**config.mk**
```make
export PLATFORM = sky130hd
export DESIGN_NAME = ssc_sample_sync_cal_hold_ctrl
export DESIGN_NICKNAME = d
export VERILOG_FILES = /design/src/ssc_pkg.sv /design/src/ssc_sample_sync_cal_hold_ctrl.sv
export SDC_FILE = /design/constraint.sdc
export NUM_CORES = 1
export LEC_CHECK = 0
export ABC_AREA = 1
export BUFFER_PORTS_ARGS = -buffer_cell sky130_fd_sc_hd__buf_2
export CORE_UTILIZATION = 50
export CTS_CLUSTER_SIZE = 10
export DETAILED_ROUTE_END_ITERATION = 7
export GPL_ROUTABILITY_DRIVEN = 0
export PLACE_DENSITY = 0.78
export SLEW_MARGIN = 15
export SYNTH_ARGS = -nofsm -noshare
export SYNTH_HDL_FRONTEND = slang
export SYNTH_SLANG_ARGS = --single-unit
```
**constraint.sdc**
```tcl
create_clock -name ref_clk -period 2.5 [get_ports ref_clk]
set_clock_uncertainty 0.2 [all_clocks]
set_input_delay 0.25 -clock ref_clk [delete_from_list [all_inputs] [get_ports ref_clk]]
set_output_delay 0.25 -clock ref_clk [all_outputs]
set_load 0.005 [all_outputs]
```
**src/ssc_pkg.sv**
```systemverilog
package ssc_pkg;

  localparam int unsigned ADDR_W = 8;
  localparam int unsigned DATA_W = 16;

  // Register offsets on the host register port.
  localparam logic [7:0] ADDR_RATIO      = 8'h0A;
  localparam logic [7:0] ADDR_SAMPLE_DIV = 8'h12;
  localparam logic [7:0] ADDR_SYNC_CFG   = 8'h4F;
  localparam logic [7:0] ADDR_PIN_CAL    = 8'h50;
  localparam logic [7:0] ADDR_HOLD       = 8'h5F;

  // Values after reset.
  localparam logic [15:0] RST_SAMPLE_DIV = 16'h0028;
  localparam logic [15:0] RST_SYNC_CFG   = 16'h2000;
  localparam logic [15:0] RST_PIN_CAL    = 16'h0000;
  localparam logic [15:0] RST_HOLD       = 16'h0000;

  // Field positions.
  localparam int unsigned SYNC_SEL_LSB   = 2;
  localparam int unsigned PIN_A_IE_BIT   = 1;
  localparam int unsigned PIN_B_IE_BIT   = 5;
  localparam int unsigned PIN_B_OE_BIT   = 6;
  localparam int unsigned PIN_B_SRC_BIT  = 6;
  localparam int unsigned CAL_START_BIT  = 5;
  localparam int unsigned HOLD_B_BIT     = 2;
  localparam int unsigned HOLD_A_BIT     = 1;
  localparam int unsigned CAL_CLK_EN_BIT = 0;
  localparam int unsigned RATIO_BUSY_BIT = 15;

  // Sample trigger source codes.
  localparam logic [1:0] SEL_INTERNAL = 2'h0;
  localparam logic [1:0] SEL_PIN_A    = 2'h1;
  localparam logic [1:0] SEL_PIN_B    = 2'h2;

  // Log2 of the slow clock cycles per divider unit.
  localparam int unsigned PERIOD_MULT_SHIFT = 2;

  // Index of each asynchronous input inside the synchroniser vector.
  localparam int unsigned SYN_SLOW  = 0;
  localparam int unsigned SYN_FAST  = 1;
  localparam int unsigned SYN_PIN_A = 2;
  localparam int unsigned SYN_PIN_B = 3;
  localparam int unsigned SYN_N     = 4;

  typedef enum logic [1:0] {
    CAL_IDLE,
    CAL_ALIGN,
    CAL_COUNT
  } ssc_cal_state_e;

  typedef struct packed {
    logic        wr;
    logic        rd;
    logic [7:0]  addr;
    logic [15:0] wdata;
  } ssc_reg_req_s;

  typedef struct packed {
    logic out;
    logic oe;
  } ssc_pin_drive_s;

endpackage

```
**src/ssc_sample_sync_cal_hold_ctrl.sv**
```systemverilog
`timescale 1ns/100ps
module ssc_sample_sync_cal_hold_ctrl #(
  parameter int unsigned RATIO_W    = 12,
  parameter int unsigned CAL_WINDOW = 1
) (
  input  wire logic                   ref_clk,
  input  wire logic                   rst_n,
  input  wire ssc_pkg::ssc_reg_req_s  reg_req,
  output logic [15:0]                 reg_rdata,
  input  wire logic                   slow_clk_in,
  input  wire logic                   fast_osc_toggle,
  input  wire logic                   aux_pin_a_in,
  input  wire logic                   aux_pin_b_in,
  output ssc_pkg::ssc_pin_drive_s     aux_pin_b_drv,
  input  wire logic                   analog_front_end_pwrdn,
  output logic                        sample_start,
  output logic                        cal_fast_clock_en,
  input  wire logic [15:0]            slot_a_data,
  input  wire logic                   slot_a_valid,
  input  wire logic [15:0]            slot_b_data,
  input  wire logic                   slot_b_valid,
  output logic [15:0]                 slot_a_result,
  output logic [15:0]                 slot_b_result
);

  generate
    if (RATIO_W < 4 || RATIO_W > 15) begin : g_bad_ratio_w
      $error("RATIO_W must lie between 4 and 15");
    end
    if (CAL_WINDOW < 1 || CAL_WINDOW > 255) begin : g_bad_window
      $error("CAL_WINDOW must lie between 1 and 255");
    end
  endgenerate

  function automatic logic rise(input logic cur, input logic prev);
    rise = cur & ~prev;
  endfunction

  // Saturating count step, shared by the running count and the closing latch.
  function automatic logic [RATIO_W-1:0] sat_inc(input logic [RATIO_W-1:0] cnt, input logic hit);
    sat_inc = (hit && !(&cnt)) ? cnt + RATIO_W'(1) : cnt;
  endfunction

  logic [15:0]               sample_div_q;
  logic [15:0]               sync_cfg_q;
  logic [15:0]               pin_cal_q;
  logic [15:0]               hold_q;
  logic [ssc_pkg::SYN_N-1:0] sync1_q;
  logic [ssc_pkg::SYN_N-1:0] sync2_q;
  logic [ssc_pkg::SYN_N-1:0] prev_q;
  logic [17:0]               period_cnt_q;
  logic [17:0]               period_target;
  logic                      slow_edge;
  logic                      fast_edge;
  logic                      pin_a_edge;
  logic                      pin_b_edge;
  logic [1:0]                trig_sel;
  logic                      sample_d;
  logic                      cal_start_prev_q;
  logic                      cal_go;
  ssc_pkg::ssc_cal_state_e   cal_state_q;
  logic [7:0]                cal_win_q;
  logic [RATIO_W-1:0]        ratio_cnt_q;
  logic [RATIO_W-1:0]        ratio_q;
  logic                      cal_busy;
  logic [15:0]               rdata_d;

  // Software registers. Reserved bits are stored as written so a read returns them.
  always_ff @(posedge ref_clk or negedge rst_n) begin
    if (!rst_n) begin
      sample_div_q <= ssc_pkg::RST_SAMPLE_DIV;
      sync_cfg_q   <= ssc_pkg::RST_SYNC_CFG;
      pin_cal_q    <= ssc_pkg::RST_PIN_CAL;
      hold_q       <= ssc_pkg::RST_HOLD;
    end else if (reg_req.wr) begin
      unique case (reg_req.addr)
        ssc_pkg::ADDR_SAMPLE_DIV: sample_div_q <= reg_req.wdata;
        ssc_pkg::ADDR_SYNC_CFG:   sync_cfg_q   <= reg_req.wdata;
        ssc_pkg::ADDR_PIN_CAL:    pin_cal_q    <= reg_req.wdata;
        ssc_pkg::ADDR_HOLD:       hold_q       <= reg_req.wdata;
        default: begin
        end
      endcase
    end
  end

  // Read data; unmapped offsets read as zero.
  always_comb begin
    rdata_d = 16'h0000;
    unique case (reg_req.addr)
      ssc_pkg::ADDR_SAMPLE_DIV: rdata_d = sample_div_q;
      ssc_pkg::ADDR_SYNC_CFG:   rdata_d = sync_cfg_q;
      ssc_pkg::ADDR_PIN_CAL:    rdata_d = pin_cal_q;
      ssc_pkg::ADDR_HOLD:       rdata_d = hold_q;
      ssc_pkg::ADDR_RATIO: begin
        rdata_d[RATIO_W-1:0]             = ratio_q;
        rdata_d[ssc_pkg::RATIO_BUSY_BIT] = cal_busy;
      end
      default: rdata_d = 16'h0000;
    endcase
  end

  always_ff @(posedge ref_clk or negedge rst_n) begin
    if (!rst_n) begin
      reg_rdata <= 16'h0000;
    end else if (reg_req.rd) begin
      reg_rdata <= rdata_d;
    end
  end

  // Two-stage synchronisers for the slow clock, the oscillator tap and both pins.
  always_ff @(posedge ref_clk or negedge rst_n) begin
    if (!rst_n) begin
      sync1_q <= '0;
      sync2_q <= '0;
      prev_q  <= '0;
    end else begin
      sync1_q <= {aux_pin_b_in, aux_pin_a_in, fast_osc_toggle, slow_clk_in};
      sync2_q <= sync1_q;
      prev_q  <= sync2_q;
    end
  end

  assign slow_edge  = rise(sync2_q[ssc_pkg::SYN_SLOW], prev_q[ssc_pkg::SYN_SLOW]);
  // The oscillator tap is a divided toggle, so both of its edges count.
  assign fast_edge  = sync2_q[ssc_pkg::SYN_FAST] ^ prev_q[ssc_pkg::SYN_FAST];
  assign pin_a_edge = rise(sync2_q[ssc_pkg::SYN_PIN_A], prev_q[ssc_pkg::SYN_PIN_A])
                      & sync_cfg_q[ssc_pkg::PIN_A_IE_BIT];
  assign pin_b_edge = rise(sync2_q[ssc_pkg::SYN_PIN_B], prev_q[ssc_pkg::SYN_PIN_B])
                      & sync_cfg_q[ssc_pkg::PIN_B_IE_BIT];

  assign trig_sel      = sync_cfg_q[ssc_pkg::SYNC_SEL_LSB +: 2];
  assign period_target = {sample_div_q, 2'b00};

  // Internal period counter. It restarts whenever another source is chosen, so a
  // switch back to internal timing always begins with a full period.
  always_ff @(posedge ref_clk or negedge rst_n) begin
    if (!rst_n) begin
      period_cnt_q <= 18'h00000;
    end else if (trig_sel != ssc_pkg::SEL_INTERNAL || sample_div_q == 16'h0000) begin
      period_cnt_q <= 18'h00000;
    end else if (slow_edge) begin
      if (period_cnt_q >= period_target - 18'h00001) begin
        period_cnt_q <= 18'h00000;
      end else begin
        period_cnt_q <= period_cnt_q + 18'h00001;
      end
    end
  end

  // Code 11 selects nothing, so a reserved setting simply stops sampling.
  always_comb begin
    sample_d = 1'b0;
    unique case (trig_sel)
      ssc_pkg::SEL_INTERNAL: sample_d = slow_edge && sample_div_q != 16'h0000
                                        && period_cnt_q >= period_target - 18'h00001;
      ssc_pkg::SEL_PIN_A:    sample_d = pin_a_edge;
      ssc_pkg::SEL_PIN_B:    sample_d = pin_b_edge;
      default:               sample_d = 1'b0;
    endcase
  end

  always_ff @(posedge ref_clk or negedge rst_n) begin
    if (!rst_n) begin
      sample_start <= 1'b0;
    end else begin
      sample_start <= sample_d;
    end
  end

  // Pin B drive. The source bit is only looked at while the enable is set.
  always_ff @(posedge ref_clk or negedge rst_n) begin
    if (!rst_n) begin
      aux_pin_b_drv <= '0;
    end else begin
      aux_pin_b_drv.oe <= sync_cfg_q[ssc_pkg::PIN_B_OE_BIT];
      if (sync_cfg_q[ssc_pkg::PIN_B_OE_BIT] && pin_cal_q[ssc_pkg::PIN_B_SRC_BIT]) begin
        aux_pin_b_drv.out <= analog_front_end_pwrdn;
      end else begin
        aux_pin_b_drv.out <= 1'b0;
      end
    end
  end

  always_ff @(posedge ref_clk or negedge rst_n) begin
    if (!rst_n) begin
      cal_fast_clock_en <= 1'b0;
    end else begin
      cal_fast_clock_en <= hold_q[ssc_pkg::CAL_CLK_EN_BIT];
    end
  end

  // Only a 0 to 1 change of the start bit begins a count, which is why software
  // has to clear it before asking again.
  always_ff @(posedge ref_clk or negedge rst_n) begin
    if (!rst_n) begin
      cal_start_prev_q <= 1'b0;
    end else begin
      cal_start_prev_q <= pin_cal_q[ssc_pkg::CAL_START_BIT];
    end
  end

  assign cal_go   = pin_cal_q[ssc_pkg::CAL_START_BIT] & ~cal_start_prev_q;
  assign cal_busy = cal_state_q != ssc_pkg::CAL_IDLE;

  // Ratio count: oscillator edges over CAL_WINDOW slow periods, aligned to a slow
  // edge. The count saturates instead of wrapping, so an oversized ratio reads as
  // all ones rather than a small wrong number.
  always_ff @(posedge ref_clk or negedge rst_n) begin
    if (!rst_n) begin
      cal_state_q <= ssc_pkg::CAL_IDLE;
      cal_win_q   <= 8'h00;
      ratio_cnt_q <= '0;
      ratio_q     <= '0;
    end else begin
      unique case (cal_state_q)
        ssc_pkg::CAL_IDLE: begin
          if (cal_go) begin
            cal_state_q <= ssc_pkg::CAL_ALIGN;
          end
        end
        ssc_pkg::CAL_ALIGN: begin
          if (slow_edge) begin
            cal_state_q <= ssc_pkg::CAL_COUNT;
            cal_win_q   <= 8'h00;
            ratio_cnt_q <= '0;
          end
        end
        ssc_pkg::CAL_COUNT: begin
          ratio_cnt_q <= sat_inc(ratio_cnt_q, fast_edge && cal_fast_clock_en);
          if (slow_edge) begin
            if (cal_win_q == 8'(CAL_WINDOW - 1)) begin
              // An oscillator edge on the closing slow edge still belongs to this window.
              ratio_q     <= sat_inc(ratio_cnt_q, fast_edge && cal_fast_clock_en);
              cal_state_q <= ssc_pkg::CAL_IDLE;
            end else begin
              cal_win_q <= cal_win_q + 8'h01;
            end
          end
        end
        default: cal_state_q <= ssc_pkg::CAL_IDLE;
      endcase
    end
  end

  // Result registers for the two time slots; a set hold bit freezes them.
  always_ff @(posedge ref_clk or negedge rst_n) begin
    if (!rst_n) begin
      slot_a_result <= 16'h0000;
    end else if (slot_a_valid && !hold_q[ssc_pkg::HOLD_A_BIT]) begin
      slot_a_result <= slot_a_data;
    end
  end

  always_ff @(posedge ref_clk or negedge rst_n) begin
    if (!rst_n) begin
      slot_b_result <= 16'h0000;
    end else if (slot_b_valid && !hold_q[ssc_pkg::HOLD_B_BIT]) begin
      slot_b_result <= slot_b_data;
    end
  end

endmodule // ssc_sample_sync_cal_hold_ctrl

```
After elaboration in Yosys (flattened, before gate mapping)
Index checks and enable logic that the tools add are counted.
{"block": "word_totals", "ff_bits": 181, "in_bits": 67, "word_cells": 99}
{"block": "classes", "addsub": 4, "magnitude_cmp": 1, "n_eq_ne": 14, "n_mux": 20, "bitwise": 11, "n_reduce_logical": 29}
{"op": "12-bit one-hot mux with 5 select lines", "count": 1}
{"op": "18-bit two-way mux", "count": 3}
{"op": "8-bit by 7-bit == test with 1-bit output, second input constant", "count": 3}
{"op": "12-bit two-way mux", "count": 2}
{"op": "8-bit two-way mux", "count": 3}
{"op": "12-bit one-hot mux with 2 select lines", "count": 1}
{"op": "18-bit by 1-bit adder with 18-bit output, second input constant", "count": 1}
{"op": "18-bit greater-or-equal comparator", "count": 1}
{"op": "18-bit by 1-bit subtractor with 18-bit output, second input constant", "count": 1}
{"op": "16-bit zero test", "count": 1}
{"op": "8-bit one-hot mux with 2 select lines", "count": 1}
{"op": "16-bit nonzero test", "count": 1}
{"op": "12-bit by 1-bit adder with 12-bit output, second input constant", "count": 1}
{"op": "3-bit one-hot mux with 4 select lines", "count": 1}
{"op": "12-bit AND reduction", "count": 1}
{"op": "2-bit != test, second input constant", "count": 5}
{"op": "2-bit AND reduction", "count": 5}
{"op": "8-bit by 1-bit adder with 8-bit output, second input constant", "count": 1}
{"op": "8-bit by 4-bit == test with 1-bit output, second input constant", "count": 1}
{"op": "8-bit by 5-bit == test with 1-bit output, second input constant", "count": 1}
{"op": "8-bit zero test", "count": 1}
{"op": "2-bit two-way mux", "count": 4}
{"op": "4-bit AND reduction", "count": 2}
{"op": "2-bit nonzero test", "count": 4}
{"op": "14 further kinds", "count": 33}

Depth between registers and ports, before layout
Gate-level depths: netlist of the first run.
{"block": "depth", "word_depth": 5, "mapped_depth": 19}

Least setup slack after synthesis of the first run
Ideal clock, no wire load.
{"block": "synth_timing", "path_type": "flip-flop to flip-flop", "from": "register sample_div_q[0]", "to": "register period_cnt_q[0]", "setup_time_ps": 65, "t_arrival_ps": 2409, "path_slack_ps": -174, "stages_incl_launch_ff": 18, "path_buffers": 1, "synth_period_minus_slack_ps": 2674, "path_cell_list": "dfrtp_1 inv_1 ha_1 nand3_1 nor2_1 nand2_1 nor2_1 xor2_1 inv_1 ha_1 nand2_1 a21oi_1 nor2_1 nand2_1 inv_1 clkbuf_1 nand4_1 nand2_1"}
{"block": "synth_via", "elab_chain_cells": 5, "word_cells_on_any_way": 8}
{"item": "start: declaration", "line_no": "ssc_sample_sync_cal_hold_ctrl.sv:44", "source": "logic [15:0] sample_div_q;"}
{"item": "start signal: assignment", "line_no": "ssc_sample_sync_cal_hold_ctrl.sv:71", "source": "sample_div_q <= ssc_pkg::RST_SAMPLE_DIV;"}
{"item": "start signal: assignment", "line_no": "ssc_sample_sync_cal_hold_ctrl.sv:77", "source": "ssc_pkg::ADDR_SAMPLE_DIV: sample_div_q <= reg_req.wdata;"}
{"item": "18-bit by 1-bit subtractor with 18-bit output", "line_no": "ssc_sample_sync_cal_hold_ctrl.sv:143", "source": "if (period_cnt_q >= period_target - 18'h00001) begin"}
{"item": "18-bit greater-or-equal comparator", "line_no": "ssc_sample_sync_cal_hold_ctrl.sv:143"}
{"item": "18-bit two-way mux", "line_no": "ssc_sample_sync_cal_hold_ctrl.sv:143"}
{"item": "18-bit two-way mux", "line_no": "ssc_sample_sync_cal_hold_ctrl.sv:142", "source": "end else if (slow_edge) begin"}
{"item": "18-bit two-way mux", "line_no": "ssc_sample_sync_cal_hold_ctrl.sv:140", "source": "end else if (trig_sel != ssc_pkg::SEL_INTERNAL || sample_div_q == 16'h0000) begin"}
{"item": "end signal: assignment", "line_no": "ssc_sample_sync_cal_hold_ctrl.sv:146", "source": "period_cnt_q <= period_cnt_q + 18'h00001;"}
{"item": "end: declaration", "line_no": "ssc_sample_sync_cal_hold_ctrl.sv:51", "source": "logic [17:0] period_cnt_q;"}
Parallel ways exist; a longest one is shown, timed or not. The select of a mux whose other input is x is not followed.
A chain may end at the register's enable or synchronous reset.

Worst setup path after layout of the first run
{"block": "layout_timing", "from": "register sample_div_q[7]", "to": "register period_cnt_q[12]"}
The elaborated chain is that of the path after synthesis.

==> results.py, run 1 <==
metrics = {
    "logic_synthesis": {
        "synth_area_per_cell_sq_um": 8.10,
        "ys_top_cells_by_area": "dfrtp_1, nand2_1, inv_1",
        "synth_top_area_share_pct": 48.4,
        "netlist_area_sq_um": 9200,
        "async_flop_share_pct": 100,
        "yosys.area.top_type": "dfrtp_1",
        "synth-seq-area-share_pct": 49.3,
        "yosysUniqueCellTypes": 37,
        "syn-instance-count": 1136,
        "yosysWarnings": 0,
        "synth_flop_cell": "dfrtp_1",
        "yosysMostFrequentCell": "nand2_1",
        "synthTopCellsByCount": "nand2_1, dfrtp_1, inv_1",
        "synth-edff-count": 0,
        "synth_nets": 1224,
        "ys_seq_elements": 181,
    },
    "timing": {
        "period_share_pct": 107,
        "fin_crit_ps": 2690,
        "drv_slew": 0,
        "rsz0062_at_grt": "yes",
        "setup_ws_ps": -187,
        "setup_violations": 19,
        "fmax_mhz": 372,
        "hold_viol_final": 0,
        "whs_ps": 132,
        "tightestPinTransition_ps": 706,
        "max_slew_margin_pct": 52.8,
        "tns_ps": -2950,
    },
    "die": {
        "initial_utilization_pct": 51.1,
        "io-pin-count": 119,
        "die_w_um": 138,
        "die_h_um": 138,
        "core-area_sq_um": 18000,
        "dieArea_sq_um": 19000,
        "fp-row-count": 49,
    },
    "power_and_ir_drop": {
        "switchingPower_uw": 2310,
        "ir_drop_mv": 0.543,
        "power_leakage_uw": 0.00607,
        "power.density_nw_per_um2": 626,
        "pwr-share-clk_pct": 39.0,
        "seq_power_share_pct": 43.8,
        "internal-power_uw": 5080,
        "combPwrFrac_pct": 17.2,
        "p_sw_share_pct": 31.3,
    },
    "clock_network": {
        "clk_latency_ps": 450,
        "ctsLongestPathBuffers": 2,
        "cts_tree": "built",
        "h-tree-depth": 4,
        "path_clk_slew_ps": 80,
        "clockRootBuffer": "clkbuf_16",
        "cts_buffers": 17,
        "clkSinkCount": 181,
    },
    "worst_setup_path": {
        "slowest_stage": "dfrtp_1",
        "r2r-start": "sample_div_q[7]$_DFFE_PN0P_",
        "r2r-end": "period_cnt_q[12]$_DFFE_PN0P_",
        "critical_path_peak_fanout": 7,
        "r2r_setup_slack_ps": -190,
        "endpoint": "period_cnt_q[12]$_DFFE_PN0P_",
        "worstSetupStartpointType": "flop",
        "crit_path_frequent_cell": "nand2_1",
        "r2r_cells": 18,
        "cp-end-kind": "flop",
        "crit_chain": "nor2_2, nand3_2, buf_6, nor3_4, nand2_1, xnor2_1, inv_1, ha_4, nand2_4, inv_2, nand2_2, nand2_1, nand2_1, nand2_2, inv_4, clkbuf_16, nand4_1, nand2_1",
        "crit_type": "reg -> reg",
        "worstPathArrival_ps": 2820,
        "required_ps": 2630,
        "cp-startpoint": "sample_div_q[7]$_DFFE_PN0P_",
        "max_stage_delay_ps": 410,
    },
    "layout": {
        "n_antenna_cell": 0,
        "layout-drive-gt1-share_pct": 22.5,
        "utilization_pct": 65.6,
        "area_growth_pct": 28.4,
        "final_nets": 1437,
        "stdcell_count": 1591,
    },
    "grt": {
        "use_met1_pct": 34.2,
        "busiest_layer": "met2",
        "grt_pass1_wl_um": 40100,
        "antenna_found_initial": 0,
        "grt_usage_pct": 27.7,
        "grt_max_degree": 57,
        "met2_usage_pct": 46.5,
        "grt_overflow_total": 0,
        "grt_pass1_vias": 8261,
        "grtUsageMet3_pct": 6.36,
    },
    "detailed_routing": {
        "vias": 8547,
        "wl_per_cell_um": 15.9,
        "route.detailed.drc": 0,
        "drt-initial-drc-count": 772,
        "routed_wl_um": 25300,
        "antenna_left": 0,
        "viasPerCell": 5.37,
        "dr.pass1.iters": 5,
    },
    "status": {
        "outcome": "finished with violations",
        "violations": "setup timing",
    },
    "placement": {
        "io_buffers": 118,
        "hpwl_um": 15800,
        "placedCellCount": 1496,
    },
    "min_path": {
        "min_path_type": "in -> async",
    },
    "flow_run": {
        "maxCapViolCount": 0,
    },
}
-- worst min-delay path by stage --
stage	from	to	slack, ps	cells past startpoint
floorplan	rst_n	aux_pin_b_drv[0]$_DFF_PN0_	-250	0
global placement	rst_n	period_cnt_q[5]$_DFFE_PN0P_	50	1
detailed placement	rst_n	period_cnt_q[11]$_DFFE_PN0P_	60	1
CTS	reg_req[24]	reg_rdata[13]$_DFFE_PN0P_	120	3
global route	sync1_q[1]$_DFF_PN0_	sync2_q[1]$_DFF_PN0_	160	0
finish	rst_n	cal_win_q[2]$_DFFE_PN0P_	130	2
-- kinds of logic (layout without fill, tap and decap cells) --
family | Yosys count | count (layout) | share of synthesized area [%]
mux | 32 | 32 | 3.92
xor+xnor | 27 | 27 | 2.57
flops | 181 | 181 | 49.3
fa+ha+maj | 21 | 21 | 2.85
compound gates | 107 | 107 | 6.10
simple gates | 620 | 621 | 28.5
buf+inv | 148 | 373 | 6.84
-- area by class of cell --
class,count,area (sq um)
Inverter,112,423
Clock buffer,17,425
Tap cell,229,287
Multi-Input combinational cell,808,4280
Fill cell,1364,6200
Timing Repair Buffer,229,1650
Clock inverter,15,221
Sequential cell,181,4530
-- flip-flops by register name, indices dropped and copies added, names as in the netlist, 4 cells and up --
| signal | flops |
|---|---|
| sync2_q | 4 |
| slot_a_result | 16 |
| ratio_q | 12 |
| sample_div_q | 16 |
| slot_b_result | 16 |
| cal_win_q | 8 |
| reg_rdata | 16 |
| period_cnt_q | 18 |
| pin_cal_q | 16 |
| prev_q | 4 |
| sync1_q | 4 |
| ratio_cnt_q | 12 |
| sync_cfg_q | 16 |
| hold_q | 16 |
-- worst max-delay path, delay by kind of cell (launching register included) --
family                   cells  cell delay [ps]
adder cells (fa/ha/maj)      1              290
flip-flops                   1              410
XOR/XNOR                     1              150
buffers and inverters        5              510
AND/OR/NAND/NOR             11             1010
-- metal layers --
metal | vias to the layer above | part of all wire [%]
li1 | 4060 | -
met1 | 4065 | 40
met2 | 355 | 50
met3 | 67 | 6.4
met4 | 0 | 3.1
met5 | - | 0
-- power groups by stage --
stage / logic, uW / registers [uW] / clock network [uW]
2_1_floorplan: 595 / 3270 / 0
3_3_place_gp: 983 / 3280 / 0
3_5_place_dp: 1020 / 3280 / 0
4_1_cts: 1150 / 3230 / 2900
5_1_grt: 1400 / 3260 / 3050
6_report: 1270 / 3240 / 2880
-- cell usage in the layout (no fill, tap or decap), types with 5 or more instances in the layout --
master         count
clkbuf_16         18
o21ai_1           28
inv_12             8
nor3_1             8
inv_2              9
nand2_4            5
ha_1              17
nand3_1           73
dfrtp_1          177
buf_4             48
dlygate4sd3_1     54
inv_1            102
nor2_4             9
buf_2            117
o21ai_0           50
nor2_1            84
buf_6              5
xnor2_1            9
nand2_1          373
nor2_2             9
nand2_2           10
nand4_1           30
mux2_2            32
xor2_1            18
a21oi_1           17
-- per-stage QoR --
step,total power [uW],cell area [sq um],setup slack [ps]
after floorplan,3870,9240,0.606
after global placement,4260,10300,-71.1
after detailed placement,4300,10300,-205
after CTS,7290,11600,-104
after global routing,7720,11800,-322
final,7400,11800,-187
-- timing repair --
| action | 4_1_cts | 5_1_grt |
|---|---|---|
| endpoints found under the hold margin | 151 | 0 |
| pin swaps | 21 | 36 |
| resized for setup | 26 | 33 |
| setup buffers | 4 | 3 |
| endpoints found under the setup margin | 19 | 19 |
| gates cloned | 1 | 1 |
| hold buffers | 54 | 0 |
No activity file was read; power rests on OpenSTA's default activity.
==> run 2: changes to the inputs <==
--- a/config.mk
+++ b/config.mk
@@ -7,6 +7,7 @@
 export LEC_CHECK = 0
 export ABC_AREA = 1
 export BUFFER_PORTS_ARGS = -buffer_cell sky130_fd_sc_hd__buf_2
+export CORE_MARGIN = 5
 export CORE_UTILIZATION = 50
 export CTS_CLUSTER_SIZE = 10
 export DETAILED_ROUTE_END_ITERATION = 7
==> run 2 against run 1 <==
  * The run still ends with setup timing left
  * Clock-buffer cell count is the same
  * Clock power grew 3%
  * Worst hold slack lost 37 ps
  * Maximum frequency grew 1.8%
  * Register-to-register slack gained 50 ps
  * Power grew 0.38%
  * Sequential cell count is the same
  * Cell count is essentially flat
  * Worst setup slack gained 49 ps
  * Critical path depth shrank 1
  * Combinational power shrank 4%
==> results.py, run 2 (synthesis gave the netlist of run 1 again) <==
metrics = {
    "status": {
        "outcome": "finished with violations",
        "violations": "setup timing",
    },
    "timing": {
        "whs_ps": 95.0,
        "drv_slew": 0,
        "period_share_pct": 106,
        "setup_violations": 19,
        "fin_crit_ps": 2640,
        "rsz0062_at_grt": "yes",
        "fmax_mhz": 379,
        "tightestPinTransition_ps": 689,
        "hold_viol_final": 0,
        "setup_ws_ps": -139,
        "max_slew_margin_pct": 53.9,
    },
    "die": {
        "die_h_um": 146,
        "io-pin-count": 119,
        "die_w_um": 146,
        "core-area_sq_um": 18000,
        "initial_utilization_pct": 51.1,
        "dieArea_sq_um": 21200,
        "fp-row-count": 49,
    },
    "detailed_routing": {
        "antenna_left": 0,
        "viasPerCell": 5.38,
        "routed_wl_um": 25700,
        "dr.pass1.iters": 5,
        "wl_per_cell_um": 16.1,
        "route.detailed.drc": 0,
        "drt-initial-drc-count": 750,
        "vias": 8567,
    },
    "clock_network": {
        "clk_latency_ps": 440,
        "cts_buffers": 17,
        "ctsLongestPathBuffers": 2,
        "path_clk_slew_ps": 80,
        "cts_tree": "built",
        "clockRootBuffer": "clkbuf_16",
        "clkSinkCount": 181,
        "h-tree-depth": 4,
    },
    "worst_setup_path": {
        "crit_chain": "nor2_2, nand2_2, nor2_4, nand2_2, nor3_2, xor2_1, inv_1, ha_4, nand2_4, nor2_4, nand3b_1, nor2_2, nor2_4, nand2_4, inv_2, nand2_1, nand2_1",
        "r2r_cells": 17,
        "cp_num_buf_inv": 2,
        "worstSetupStartpointType": "flop",
        "worstPathArrival_ps": 2780,
        "critical_path_peak_fanout": 3,
        "slowest_stage": "dfrtp_1",
        "cp.depth": 17,
        "r2r-end": "period_cnt_q[14]$_DFFE_PN0P_",
        "r2r_setup_slack_ps": -140,
        "required_ps": 2640,
        "crit_type": "reg -> reg",
        "cp-end-kind": "flop",
        "cp-startpoint": "sample_div_q[1]$_DFFE_PN0P_",
        "max_stage_delay_ps": 420,
        "r2r-start": "sample_div_q[1]$_DFFE_PN0P_",
        "critPathTopFamily": "simple AND/OR/NAND/NOR gates",
        "endpoint": "period_cnt_q[14]$_DFFE_PN0P_",
        "crit_path_frequent_cell": "nor2_4",
    },
    "grt": {
        "grt_pass1_vias": 8497,
        "grt_pass1_wl_um": 42800,
        "grt_max_degree": 63,
        "grt_usage_pct": 24.2,
        "antenna_found_initial": 0,
        "grt_overflow_total": 0,
    },
    "layout": {
        "final_cell_mix": "nand2_1, dfrtp_1, buf_2",
        "area_growth_pct": 28.5,
        "layout-drive-gt1-share_pct": 22.4,
        "final_common_cell": "nand2_1",
        "fill_cells": 1349,
        "top_register": "period_cnt_q",
        "largest_reg_flops": 18,
        "stdcell_count": 1592,
        "stdcell_area_sq_um": 11800,
        "n_antenna_cell": 0,
        "final_nets": 1438,
    },
    "placement": {
        "placed_cell_area_sq_um": 10300,
        "pre_cts_ws_ps": -183,
        "placedCellCount": 1495,
        "hpwl_um": 16300,
        "io_buffers": 118,
    },
    "power_and_ir_drop": {
        "power_leakage_uw": 0.00605,
        "power.density_nw_per_um2": 628,
        "ir_drop_mv": 0.481,
        "power_uw": 7430,
    },
    "flow_run": {
        "maxCapViolCount": 0,
    },
    "min_path": {
        "min_path_type": "in -> reg",
    },
}
## run 2: layer usage
metal  vias up  track usage [%]  part of all wire (%)
li1       4072                -                     -
met1      4047             31.0                    40
met2       392             40.4                    49
met3        56             7.23                   8.2
met4         0             6.44                   2.1
met5         -                0                     0
## run 2: layout make-up
type / instances / area (sq um) / area share [%]
Multi-Input combinational cell: 808 / 4290 / 36.2
Sequential cell: 181 / 4530 / 38.4
Clock buffer: 17 / 425 / 3.60
Tap cell: 229 / 287 / 2.42
Timing Repair Buffer: 230 / 1630 / 13.8
Inverter: 112 / 423 / 3.58
Clock inverter: 15 / 234 / 1.98
## run 2: metrics by stage
stage          utilization, %  setup TNS (ps)
5_1_grt                  65.6           -4440
3_5_place_dp             57.2           -2740
4_1_cts                  64.7            -200
3_3_place_gp             57.2           -1140
2_1_floorplan               -               0
6_report                 65.6           -2060
## run 2: what timing repair did
item	CTS	global route
setup endpoints to repair	19	19
pin swaps	4	31
hold buffers	54	0
gates resized for setup	27	29
buffers inserted	6	3
cloned	1	1
hold endpoints to repair	155	0
## run 2: worst register-to-register path: cells and delay by family, from the launching register on
kind / cells / cell delay (ps)
buffers and inverters: 2 / 120
adder cells (fa/ha/maj): 1 / 290
AND/OR/NAND/NOR: 13 / 1350
flip-flops: 1 / 420
XOR/XNOR: 1 / 160
## run 2: how the worst min path moves through the flow
stage | cells after the start | to | startpoint
detailed placement | 1 | sync2_q[0]$_DFF_PN0_ | rst_n
global placement | 1 | prev_q[0]$_DFF_PN0_ | rst_n
finish | 3 | sample_div_q[3]$_DFFE_PN1P_ | reg_req[25]
floorplan | 0 | aux_pin_b_drv[0]$_DFF_PN0_ | rst_n
global route | 3 | sample_div_q[3]$_DFFE_PN1P_ | reg_req[25]
CTS | 3 | sample_div_q[3]$_DFFE_PN1P_ | reg_req[25]
## run 2: report_power, final
group	switching (uW)	total, uW	internal [uW]
Sequential	139	3240	3110
Clock	1520	2960	1450
Combinational	698	1220	523
Total	2350	7430	5070
==> run 3: changes to the inputs <==
--- a/config.mk
+++ b/config.mk
@@ -8,11 +8,11 @@
 export ABC_AREA = 1
 export BUFFER_PORTS_ARGS = -buffer_cell sky130_fd_sc_hd__buf_2
 export CORE_MARGIN = 5
-export CORE_UTILIZATION = 50
+export CORE_UTILIZATION = 45
 export CTS_CLUSTER_SIZE = 10
 export DETAILED_ROUTE_END_ITERATION = 7
 export GPL_ROUTABILITY_DRIVEN = 0
-export PLACE_DENSITY = 0.78
+export PLACE_DENSITY = 0.72
 export SLEW_MARGIN = 15
 export SYNTH_ARGS = -nofsm -noshare
 export SYNTH_HDL_FRONTEND = slang
==> run 3 against run 2 <==
  * The flow still finishes with violations (setup timing)
  * Clock-buffer cell count unchanged
  * Clock power decreased by 2%
  * Sequential power is essentially flat
  * Non-clock buffer count decreased by 1
  * Highest routed layer unchanged
  * Wire length down 8.4%
  * Sequential share of layout area is 0.13 points higher
  * Global-route usage shrank 3.8 points
  * Maximum frequency down 1.9%
  * Utilization down 7.2 points
  * Via count down 4.6%
  * Power decreased by 1.4%
  * Cell count increased by 2.5%
==> results.py, run 3 (synthesis gave the netlist of run 1 again) <==
metrics = {
    "grt": {
        "grtUsageMet3_pct": 4.78,
        "met2_usage_pct": 33.7,
        "grt_pass1_vias": 8147,
        "grt_pass1_wl_um": 39900,
        "use_met1_pct": 27.5,
        "busiest_layer": "met2",
        "grt_overflow_total": 0,
        "grt_usage_pct": 20.5,
        "antenna_found_initial": 0,
        "grt_max_degree": 54,
    },
    "die": {
        "io-pin-count": 119,
        "die_w_um": 153,
        "die_h_um": 153,
        "dieArea_sq_um": 23400,
        "fp-row-count": 52,
        "initial_utilization_pct": 45.6,
        "core-area_sq_um": 20200,
    },
    "min_path": {
        "min_path_type": "in -> reg",
    },
    "placement": {
        "io_buffers": 118,
        "placed_cell_area_sq_um": 10400,
        "hpwl_um": 16400,
        "placedCellCount": 1538,
        "pre_cts_ws_ps": -178,
    },
    "worst_setup_path": {
        "worstPathArrival_ps": 2830,
        "worstSetupStartpointType": "flop",
        "critical_path_peak_fanout": 3,
        "required_ps": 2630,
        "crit_type": "reg -> reg",
        "cp-end-kind": "flop",
    },
    "timing": {
        "drv_slew": 0,
        "hold_viol_final": 0,
        "setup_ws_ps": -191,
        "tns_ps": -3040,
        "period_share_pct": 108,
        "max_slew_margin_pct": 54.2,
        "fin_crit_ps": 2690,
        "tightestPinTransition_ps": 685,
        "rsz0062_at_grt": "yes",
        "fmax_mhz": 372,
        "setup_violations": 19,
    },
    "power_and_ir_drop": {
        "p_sw_share_pct": 30.1,
        "ir_drop_mv": 0.573,
        "pwr-share-clk_pct": 39.8,
        "switchingPower_uw": 2200,
        "internal-power_uw": 5120,
        "power_leakage_uw": 0.00603,
        "seq_power_share_pct": 44.1,
        "power.density_nw_per_um2": 622,
        "combPwrFrac_pct": 16.2,
    },
    "detailed_routing": {
        "viasPerCell": 5.01,
        "vias": 8177,
        "antenna_left": 0,
        "drt-initial-drc-count": 539,
        "routed_wl_um": 23500,
        "wl_per_cell_um": 14.4,
        "dr.pass1.iters": 5,
        "route.detailed.drc": 0,
    },
    "status": {
        "violations": "setup timing",
        "outcome": "finished with violations",
    },
    "layout": {
        "largest_reg_flops": 18,
        "top_register": "period_cnt_q",
        "stdcell_area_sq_um": 11800,
        "area_growth_pct": 28.0,
        "fill_cells": 1738,
        "final_nets": 1437,
        "layout-drive-gt1-share_pct": 21.5,
        "final_cell_mix": "nand2_1, dfrtp_1, buf_2",
        "final_common_cell": "nand2_1",
        "stdcell_count": 1632,
        "n_antenna_cell": 0,
        "utilization_pct": 58.4,
    },
    "clock_network": {
        "clkSinkCount": 181,
        "cts_buffers": 17,
        "path_clk_slew_ps": 80,
        "clockRootBuffer": "clkbuf_16",
        "ctsLongestPathBuffers": 2,
        "h-tree-depth": 4,
        "cts_tree": "built",
        "clk_latency_ps": 440,
    },
    "flow_run": {
        "maxCapViolCount": 0,
    },
}
run 3: per-stage QoR:
step / total power [uW] / hold slack (ps)
2_1_floorplan: 3870 / -246
4_1_cts: 7330 / 125
3_3_place_gp: 4270 / 43.7
6_report: 7320 / 140
5_1_grt: 7690 / 168
3_5_place_dp: 4300 / 42.7
run 3: worst paths after layout:
kind                                        startpoint                           end  slack, ps  cells after the start
min in group asynchronous                        rst_n          sync1_q[0]$_DFF_PN0_        150                      2
max                        sample_div_q[2]$_DFFE_PN0P_  period_cnt_q[14]$_DFFE_PN0P_       -190                     17
max in group asynchronous                        rst_n  slot_a_result[0]$_DFFE_PN0P_       1220                      3
min reg2reg                       sync1_q[1]$_DFF_PN0_          sync2_q[1]$_DFF_PN0_        160                      0
max reg2reg                sample_div_q[2]$_DFFE_PN0P_  period_cnt_q[14]$_DFFE_PN0P_       -190                     17
min                                        reg_req[24]     reg_rdata[13]$_DFFE_PN0P_        140                      3
run 3: timing repair:
item	CTS	global route
resized for setup	15	25
gates cloned	0	1
endpoints found under the hold margin	186	0
setup buffers	4	3
pin swaps	0	22
setup endpoints to repair	19	19
hold buffers	54	0
run 3: layer usage:
layer	vias to the layer above	part of all wire, %
met5	-	0
met4	0	1.5
met3	27	6.2
met2	231	48
met1	3843	44
li1	4076	-
run 3: layout make-up:
cell class / count / area (sq um) / share of cell area (%)
Sequential cell: 181 / 4530 / 38.5
Multi-Input combinational cell: 808 / 4220 / 35.9
Timing Repair Buffer: 229 / 1600 / 13.6
Clock buffer: 17 / 425 / 3.61
Inverter: 112 / 420 / 3.57
Tap cell: 270 / 338 / 2.87
Clock inverter: 15 / 238 / 2.02
run 3: worst max-delay path, stage by stage (launching register included):
cell and delay [ps]:
dfrtp_1 420, nor2_2 160, nand2_2 120, nor2_4 140, nand2_2 90, nor3_4 160, xor2_1 190, inv_1 100
ha_4 300, nand2_4 60, nor2_4 110, nand3b_1 90, nor2_2 160, nor2_4 50, nand2_2 70, inv_2 40
nand2_2 60, nand2_1 50
run 3: power by group through the flow:
stage	Clock, uW	Sequential, uW	Combinational [uW]
floorplan	0	3270	595
global placement	0	3270	992
detailed placement	0	3280	1020
CTS	2960	3230	1140
global route	3100	3250	1340
finish	2910	3230	1180
